$ cat src/include/clock_gear_pkg.sv
package clock_gear_pkg;
  // Register byte offsets
  localparam logic [7:0] OFS_SYS_CTRL_FIRST = 8'h00;
  localparam logic [7:0] OFS_SYS_CTRL_SECOND = 8'h04;
  localparam logic [7:0] OFS_STATUS = 8'h08;
  // First control register fields
  localparam int STOP_RET_BIT = 0;
  localparam int CMD_LSB = 2;
  localparam int DUAL_CLK_BIT = 4;
  localparam logic [1:0] CMD_NONE = 2'h0;
  localparam logic [1:0] CMD_SLEEP = 2'h1;
  localparam logic [1:0] CMD_STOP = 2'h2;
  // Second control register fields
  localparam int GEAR_LSB = 0;
  localparam int SYSCLK_SOURCE_SELECT_BIT = 2;
  localparam int OSC_INPUT_DIVIDE_BIT_BIT = 3;
  localparam logic [1:0] GEAR_DIV2 = 2'h0;
  localparam logic [1:0] GEAR_DIV4 = 2'h1;
  localparam logic [1:0] GEAR_DIV8 = 2'h2;
  localparam logic [1:0] GEAR_RESET = GEAR_DIV8;
  localparam logic [2:0] DIV2_LAST = 3'h1;
  localparam logic [2:0] DIV4_LAST = 3'h3;
  localparam logic [2:0] DIV8_LAST = 3'h7;
  // Oscillator-to-PLL ratio
  localparam logic [1:0] PLL_LAST = 2'h3;
  // Fixed reset vector
  localparam logic [31:0] RESET_VECTOR = 32'hBFC0_0000;
  // Reset filter timing
  localparam int CLK_MHZ = 250;
  localparam int RST_MIN_SYSCLK = 12;
  localparam int RST_MIN_CYCLES = RST_MIN_SYSCLK;
  // AHB codes
  localparam logic [1:0] HTRANS_NONSEQ = 2'h2;
  localparam logic HRESP_OKAY = 1'b0;
  // Standby states
  typedef enum logic [3:0] {
    ST_NORMAL = 4'b0001,
    ST_SLOW = 4'b0010,
    ST_SLEEP = 4'b0100,
    ST_STOP = 4'b1000
  } standby_state_t;
endpackage

$ cat src/rtl/clock_gear_standby_reset_control.sv
// Notes on behaviour
// - Reset sets the clock gear to divide by eight.
// - Bypass strap sampled in reset; PLL multiplies oscillator by four.
// - Gear divides selected high clock by 2, 4 or 8.
// - Two-bit gear field in second control register picks the ratio.
// - Source bit picks gear output or, in dual-clock mode only, low-speed clock as system clock.
// - After reset the core fetches from the fixed shared reset vector.
// - Reset returns all control and status registers to defaults.
// - Reset puts every port pin in general-purpose mode.
// - Single-clock and dual-clock operation are both supported.
// - Leaving SLEEP resumes the state held before SLEEP.
// - State resumed after STOP comes from a first-register field.
// - In SLEEP only RTC, pulse counter and pull-up logic run.
// - Low-speed clock is 32.768 kHz; SLOW runs the core from it.
`timescale 1ns/100ps
module clock_gear_standby_reset_control
  import clock_gear_pkg::*;
#(
  parameter logic [31:0] BOOT_VECTOR = RESET_VECTOR
) (
  input wire logic clk_sys_i,
  input wire logic resetn_i,
  input wire logic ext_reset_n_i,
  input wire logic pll_bypass_strap_i,
  input wire logic low_speed_tick_i,
  input wire logic wake_i,
  input wire logic hsel_i,
  input wire logic [31:0] haddr_i,
  input wire logic [1:0] htrans_i,
  input wire logic hwrite_i,
  input wire logic [2:0] hsize_i,
  input wire logic [31:0] hwdata_i,
  input wire logic hready_i,
  output logic [31:0] hrdata_o,
  output logic hreadyout_o,
  output logic hresp_o,
  output logic sysclk_tick_o,
  output logic periph_tick_o,
  output logic keepalive_tick_o,
  output logic sub_osc_enable_o,
  output logic osc_input_divide_bit_o,
  output logic core_reset_o,
  output logic [31:0] boot_vector_o,
  output logic boot_vector_select_o,
  output logic periph_reset_o,
  output logic port_reset_o
);
  import clock_gear_pkg::*;

  typedef struct packed {
    logic wr_pend;
    logic [7:0] wr_addr;
    logic stop_ret_slow;
    logic dual_clk;
    logic [1:0] gear_ratio_select;
    logic sysclk_source_select;
    logic osc_input_divide_bit;
    logic pll_on;
    logic [1:0] hi_cnt;
    logic [2:0] gear_cnt;
    logic [1:0] gear_act;
    logic src_act;
    standby_state_t state;
    standby_state_t pre_sleep;
    logic [31:0] rdata;
    logic sys_tick;
    logic per_tick;
    logic keep_tick;
    logic rst_out;
  } ctrl_t;

  logic rs1_q;
  logic rs2_q;
  logic ext_rst;
  ctrl_t q, d;
  ctrl_t reset_val;

  always_ff @(posedge clk_sys_i or negedge resetn_i) begin
    if (!resetn_i) begin
      rs1_q <= 1'b0;
      rs2_q <= 1'b0;
    end else begin
      rs1_q <= 1'b1;
      rs2_q <= rs1_q;
    end
  end

  reset_pulse_filter #(
    .MIN_CYCLES(RST_MIN_CYCLES)
  ) u_filter (
    .clk_sys_i(clk_sys_i),
    .rst_n_i(rs2_q),
    .ext_reset_n_i(ext_reset_n_i),
    .reset_o(ext_rst)
  );

  always_comb begin
    reset_val.wr_pend = 1'b0;
    reset_val.wr_addr = 8'h00;
    reset_val.stop_ret_slow = 1'b0;
    reset_val.dual_clk = 1'b0;

    reset_val.gear_ratio_select = GEAR_RESET;
    reset_val.sysclk_source_select = 1'b0;
    reset_val.osc_input_divide_bit = 1'b0;
    reset_val.pll_on = 1'b1;
    reset_val.hi_cnt = 2'h0;
    reset_val.gear_cnt = 3'h0;
    reset_val.gear_act = GEAR_RESET;
    reset_val.src_act = 1'b0;
    reset_val.state = ST_NORMAL;
    reset_val.pre_sleep = ST_NORMAL;
    reset_val.rdata = 32'h0000_0000;
    reset_val.sys_tick = 1'b0;
    reset_val.per_tick = 1'b0;
    reset_val.keep_tick = 1'b0;
    reset_val.rst_out = 1'b1;
  end

  logic addr_ok;
  logic hi_tick;
  logic gear_tick;
  logic wrap;
  logic [2:0] gear_last;
  logic [1:0] cmd;
  logic running;
  logic src_tick;

  always_comb begin
    d = q;
    addr_ok = hsel_i && hready_i && (htrans_i == HTRANS_NONSEQ);
    cmd = CMD_NONE;

    unique case (q.gear_act)
      GEAR_DIV2: gear_last = DIV2_LAST;
      GEAR_DIV4: gear_last = DIV4_LAST;
      default: gear_last = DIV8_LAST;
    endcase

    hi_tick = (q.state != ST_STOP) && (q.pll_on || (q.hi_cnt == PLL_LAST));
    if (q.state == ST_STOP) begin
      d.hi_cnt = 2'h0;
    end else begin
      d.hi_cnt = q.hi_cnt + 2'h1;
    end
    wrap = hi_tick && (q.gear_cnt == gear_last);
    gear_tick = wrap;
    if (wrap) begin
      d.gear_cnt = 3'h0;
    end else if (hi_tick) begin
      d.gear_cnt = q.gear_cnt + 3'h1;
    end

    if (wrap || q.state == ST_STOP) begin
      d.gear_act = q.gear_ratio_select;
      d.src_act = q.sysclk_source_select && q.dual_clk;
    end

    src_tick = q.src_act ? low_speed_tick_i : gear_tick;

    // Register writes in data phase
    if (q.wr_pend) begin
      unique case (q.wr_addr)
        OFS_SYS_CTRL_FIRST: begin
          d.stop_ret_slow = hwdata_i[STOP_RET_BIT];
          d.dual_clk = hwdata_i[DUAL_CLK_BIT];
          cmd = hwdata_i[CMD_LSB +: 2];
        end
        OFS_SYS_CTRL_SECOND: begin
          d.gear_ratio_select = hwdata_i[GEAR_LSB +: 2];
          d.sysclk_source_select = hwdata_i[SYSCLK_SOURCE_SELECT_BIT];
          d.osc_input_divide_bit = hwdata_i[OSC_INPUT_DIVIDE_BIT_BIT];
        end
        default: begin
        end
      endcase
    end
    d.wr_pend = addr_ok && hwrite_i;
    if (addr_ok) begin
      d.wr_addr = {haddr_i[7:2], 2'b00};
    end

    // Standby state machine
    unique case (q.state)
      ST_NORMAL, ST_SLOW: begin
        if (q.src_act) begin
          d.state = ST_SLOW;
        end else begin
          d.state = ST_NORMAL;
        end
        if (cmd == CMD_SLEEP && q.dual_clk) begin
          d.pre_sleep = q.state;
          d.state = ST_SLEEP;
        end else if (cmd == CMD_STOP) begin
          d.state = ST_STOP;
        end
      end
      ST_SLEEP: begin
        if (wake_i) begin
          d.state = q.pre_sleep;
        end
      end
      ST_STOP: begin
        if (wake_i) begin
          d.sysclk_source_select = q.stop_ret_slow && q.dual_clk;
          d.src_act = q.stop_ret_slow && q.dual_clk;
          if (q.stop_ret_slow && q.dual_clk) begin
            d.state = ST_SLOW;
          end else begin
            d.state = ST_NORMAL;
          end
        end
      end
      default: d.state = ST_NORMAL;
    endcase

    running = (q.state == ST_NORMAL) || (q.state == ST_SLOW);
    d.sys_tick = running && src_tick;
    d.per_tick = running && src_tick;
    d.keep_tick = q.dual_clk && (q.state != ST_STOP) && low_speed_tick_i;

    // Read data registered for data phase
    d.rdata = 32'h0000_0000;
    if (addr_ok && !hwrite_i) begin
      unique case ({haddr_i[7:2], 2'b00})
        OFS_SYS_CTRL_FIRST: begin
          d.rdata[STOP_RET_BIT] = q.stop_ret_slow;
          d.rdata[DUAL_CLK_BIT] = q.dual_clk;
        end
        OFS_SYS_CTRL_SECOND: begin
          d.rdata[GEAR_LSB +: 2] = q.gear_ratio_select;
          d.rdata[SYSCLK_SOURCE_SELECT_BIT] = q.sysclk_source_select;
          d.rdata[OSC_INPUT_DIVIDE_BIT_BIT] = q.osc_input_divide_bit;
        end
        OFS_STATUS: begin
          d.rdata[3:0] = q.state;
          d.rdata[4] = q.pll_on;
          d.rdata[6:5] = q.gear_act;
          d.rdata[7] = q.src_act;
        end
        default: begin
        end
      endcase
    end
    d.rst_out = 1'b0;

    if (ext_rst) begin
      d = reset_val;
    end

    if (ext_rst || q.rst_out) begin
      d.pll_on = pll_bypass_strap_i;
    end
  end

  always_ff @(posedge clk_sys_i or negedge rs2_q) begin
    if (!rs2_q) begin
      q <= '{
        wr_pend: 1'b0,
        wr_addr: 8'h00,
        stop_ret_slow: 1'b0,
        dual_clk: 1'b0,
        gear_ratio_select: GEAR_RESET,
        sysclk_source_select: 1'b0,
        osc_input_divide_bit: 1'b0,
        pll_on: 1'b1,
        hi_cnt: 2'h0,
        gear_cnt: 3'h0,
        gear_act: GEAR_RESET,
        src_act: 1'b0,
        state: ST_NORMAL,
        pre_sleep: ST_NORMAL,
        rdata: 32'h0000_0000,
        sys_tick: 1'b0,
        per_tick: 1'b0,
        keep_tick: 1'b0,
        rst_out: 1'b1
      };
    end else begin
      q <= d;
    end
  end

  logic hready_q;
  logic hresp_q;
  logic [31:0] vec_q;
  logic bev_q;
  always_ff @(posedge clk_sys_i or negedge rs2_q) begin
    if (!rs2_q) begin
      hready_q <= 1'b0;
      hresp_q <= HRESP_OKAY;
      vec_q <= 32'h0000_0000;
      bev_q <= 1'b0;
    end else begin
      hready_q <= 1'b1;
      hresp_q <= HRESP_OKAY;
      vec_q <= BOOT_VECTOR;
      bev_q <= 1'b1;
    end
  end

  assign hrdata_o = q.rdata;
  assign hreadyout_o = hready_q;
  assign hresp_o = hresp_q;
  assign sysclk_tick_o = q.sys_tick;
  assign periph_tick_o = q.per_tick;
  assign keepalive_tick_o = q.keep_tick;
  assign sub_osc_enable_o = q.dual_clk;
  assign osc_input_divide_bit_o = q.osc_input_divide_bit;
  assign core_reset_o = q.rst_out;
  assign boot_vector_o = vec_q;
  assign boot_vector_select_o = bev_q;
  assign periph_reset_o = q.rst_out;
  assign port_reset_o = q.rst_out;
endmodule

$ cat src/rtl/reset_pulse_filter.sv
`timescale 1ns/100ps
module reset_pulse_filter
  import clock_gear_pkg::*;
#(
  parameter int MIN_CYCLES = RST_MIN_CYCLES
) (
  input wire logic clk_sys_i,
  input wire logic rst_n_i,
  input wire logic ext_reset_n_i,
  output logic reset_o
);
  typedef struct packed {
    logic s1;
    logic s2;
    logic [7:0] cnt;
    logic rst;
  } filt_t;
  filt_t q, d;
  always_comb begin
    d = q;
    d.s1 = ext_reset_n_i;
    d.s2 = q.s1;
    if (q.s2) begin
      d.cnt = 8'h00;
      d.rst = 1'b0;
    end else if (q.cnt < 8'(MIN_CYCLES - 1)) begin
      d.cnt = q.cnt + 8'h01;
    end else begin
      d.rst = 1'b1;
    end
  end
  always_ff @(posedge clk_sys_i or negedge rst_n_i) begin
    if (!rst_n_i) begin
      q <= '{s1: 1'b1, s2: 1'b1, cnt: 8'h00, rst: 1'b0};
    end else begin
      q <= d;
    end
  end
  assign reset_o = q.rst;
endmodule

$ cat config.mk
export PLATFORM = sky130hd
export DESIGN_NAME = clock_gear_standby_reset_control
export DESIGN_NICKNAME = d
export VERILOG_FILES = /design/src/include/clock_gear_pkg.sv /design/src/rtl/clock_gear_standby_reset_control.sv /design/src/rtl/reset_pulse_filter.sv
export SDC_FILE = /design/constraint.sdc
export NUM_CORES = 1
export LEC_CHECK = 0
export BUFFER_PORTS_ARGS = -buffer_cell sky130_fd_sc_hd__buf_2
export CAP_MARGIN = 5
export CORE_MARGIN = 1
export CORE_UTILIZATION = 42
export DETAILED_ROUTE_END_ITERATION = 8
export HOLD_SLACK_MARGIN = 0.15
export PLACE_DENSITY_LB_ADDON = 0.1
export SYNTH_ARGS = -nofsm -noshare
export SYNTH_HDL_FRONTEND = slang
export SYNTH_HIERARCHICAL = 1
export SYNTH_SLANG_ARGS = --single-unit
$ cat constraint.sdc
create_clock -name clk_sys_i -period 1.63 [get_ports clk_sys_i]
set_input_delay 0.163 -clock clk_sys_i [delete_from_list [all_inputs] [get_ports clk_sys_i]]
set_output_delay 0.163 -clock clk_sys_i [all_outputs]
set_load 0.05 [all_outputs]
==> results.txt <==
type of the worst setup path: flop to flop
Via Count: 2157
number of slew-limit violations in the final report: 0
placed cell areas: 3220 sq um
RD Place Congestion: 0.826
fraction of the cycle the final worst path needs: 101%
Worst setup startpoint: q[40]
Largest stage delay, worst path: 0.61 ns
GRT overflow: 0
slack of the worst reg-to-reg path: -0.008 ns
antenna diode count: 0
post-synthesis cell type count: 52
crit path max-delay cell type: dfstp_2
combinational fraction of design power: 37.3%
Int Power: 2550 uW
std cell rows: 30
number of design rule violations left after detail routing: 0
violated checks: negative setup slack
Design Power: 4130 uW
endpoint type of the worst setup path: flop
power density relative to cell area: 1170 nW/um^2
drt wl/cell: 12.5 um
hold violation count in the final report: 0
antenna violations before repair: 0
worst ir drop on vdd: 405 uV
Clk network pwr share: 19.6%
share of synthesized registers carrying an async set or reset: 100%
average via count per standard cell: 4.68
clock transition at the register clock pins on the worst setup and hold paths after CTS: 0.10 ns
DPL Wire Length: 4290 um
maximum number of pins on one net before global-route repair: 42
CTS buffer count: 5
all-layer global routing usage: 16.2%
die height: 87.1 um
die footprint: 7580 sq um
CTS max path bufs: 2
root buffer cell: clkbuf_8
depth of the critical timing path with buffers and inverters included: 4
Max-cap violations: 0
register share of total power: 43.1%
area of all placed cells without fillers: 3520 sq um
number of port buffers: 48
via count of the first global-routing pass: 1964
CTS H-Tree Depth: 2
switch share: 38.4%
leakage dissipation: 0.00174 uW
sequential element share of the synthesized area: 45.6%
count of pins on the block boundary: 153
Clk Latency, worst-skew pair: 0.30 ns
worst flop-to-flop path startpoint: q[40]
area growth from synthesis to layout: 15.7%
required time of the critical path: 1.86 ns
TritonCTS clock tree: built
DIE WIDTH: 87.1 um
number of synthesized register bits: 55
mean area per synthesized cell: 10.1 sq um
worst-path cell chain: xor2_2 -> nand4_1 -> or3_1 -> a21oi_1
number of enable-type register cells in the synthesized netlist: 0
netlist area before placement: 3040 sq um
setup violators final: 1
fill cell instance count of the final layout: 652
total length of routed wires: 5770 um
nature of the critical path startpoint: flop
most used flip-flop cell after synthesis: dfrtp_1
global-route wire length before repair: 9480 um
switching power total: 1590 uW
terminus of the critical flop-to-flop path: q[37]
status: finished, violations left
Hold/Removal Path Class: flop to async pin
achievable clock frequency: 610 MHz
buffers plus inverters on the worst setup path: 0
RSZ-0062 raised after global routing: yes
placeable core area: 6910 sq um
worst setup path endpoint: q[37]
final net count: 445
starting density of the core: 44.0%
final worst-path setup slack: -0.00819 ns
number of nets still failing antenna checks after routing: 0
minimum clock period after layout: 1.64 ns
reg2reg path depth: 4
DR pass1 iterations: 4
synthesized instance count: 300
drt first-iter violations: 140
crit-path max FO: 5
share of layout cells above drive strength 1: 29.3%
worst-case clock skew: 0.00831 ns
kind of cell adding the most delay to the critical path: flip-flops
number of warning messages in the yosys log: 6
clk sinks: 55
Arrival @ worst endpoint: 1.86 ns
-- through the flow --
step	worst slack (ns)	utilization [%]	hold WS [ns]	instances	setup TNS (ns)
final	-0.00819	50.9	0.166	461	-0.00819
after global routing	-0.0738	50.9	0.198	461	-0.127
after CTS	0.00193	50.3	0.179	461	0
after detailed placement	-0.0927	46.7	-0.0476	438	-0.297
after global placement	-0.0886	46.7	-0.0524	438	-0.292
after floorplan	-0.0131	-	-0.133	348	-0.0131
-- layer usage --
metal	routed length (um)	global-route usage, %	vias up
met2	2730	27.0	77
met4	59	4.70	0
met1	2730	21.5	1034
met3	259	3.22	6
li1	-	-	1040
met5	0	0	-
-- power groups by stage --
stage          Sequential [uW]  Combinational (uW)  Clock, uW
2_1_floorplan             1850                1100          0
4_1_cts                   1780                1500        852
5_1_grt                   1810                1680        893
3_5_place_dp              1800                1450          0
3_3_place_gp              1800                1450          0
6_report                  1780                1540        812
-- Yosys cell counts, drive strengths merged, types with 7 or more instances --
cell	count	area share, %
dfrtp	47	39
nor2	24	3.0
nand2	14	1.7
nand3	8	1.3
a21oi	12	2.0
inv	7	0.86
mux2i	12	4.0
dfstp	8	6.9
buf	74	18
nor2b	9	2.1
o21ai	12	2.0
-- layout make-up --
| cell class | instances | area, sq um | area share, % |
|---|---|---|---|
| sequential | 55 | 1390 | 39.5 |
| multi-input combinational | 208 | 1300 | 37.0 |
| timing repair buffer | 87 | 581 | 16.5 |
| tap | 96 | 120 | 3.42 |
| clock buffer | 8 | 100 | 2.85 |
| inverter | 7 | 26.3 | 0.747 |
-- registers in the layout (all words and copies together), names as in the netlist --
signal	cells
sub_osc_enable_o	1
keepalive_tick_o	1
u_filter/reset_o	1
boot_vector_o	1
core_reset_o	1
periph_tick_o	1
rs1_q	1
osc_input_divide_bit_o	1
u_filter/d	1
q	28
hrdata_o	8
u_filter/q	9
rs2_q	1
-- worst min path at each step --
stage                   from    end  slack, ns  cells past startpoint
floorplan           resetn_i  rs1_q      -0.13                      0
global placement    resetn_i  rs1_q      -0.05                      1
detailed placement  resetn_i  rs1_q      -0.05                      1
CTS                    rs2_q  q[58]       0.18                      0
global route           rs2_q  q[58]       0.20                      0
finish                 rs2_q  q[58]       0.17                      0
-- cell usage in the layout, fill, tap and decap left out, drive strengths merged, types with 7 or more instances in the layout --
cell,instances
a21oi,12
buf,73
clkbuf,8
conb,50
dfrtp,47
dfstp,8
dlygate4sd3,14
inv,7
mux2i,12
nand2,14
nand3,8
nor2,24
nor2b,9
o21ai,12
-- logic make-up (layout without fill, tap and decap cells) --
| group | count (synthesis) | after routing | synth area share [%] |
|---|---|---|---|
| compound gates | 48 | 48 | 10.4 |
| xor+xnor | 3 | 3 | 0.865 |
| fa+ha+maj | 3 | 3 | 1.24 |
| buf+inv | 85 | 102 | 19.2 |
| flops | 55 | 55 | 45.6 |
| mux | 14 | 14 | 4.82 |
| other cells | 2 | 50 | 0.247 |
| simple gates | 90 | 90 | 17.6 |
-- repair_timing --
item,CTS,global route
pin swaps,1,9
hold buffers,14,0
setup endpoints to repair,5,13
setup buffers,1,0
endpoints found under the hold margin,16,0
resized for setup,1,15
Power figures use the tool's default switching activity.
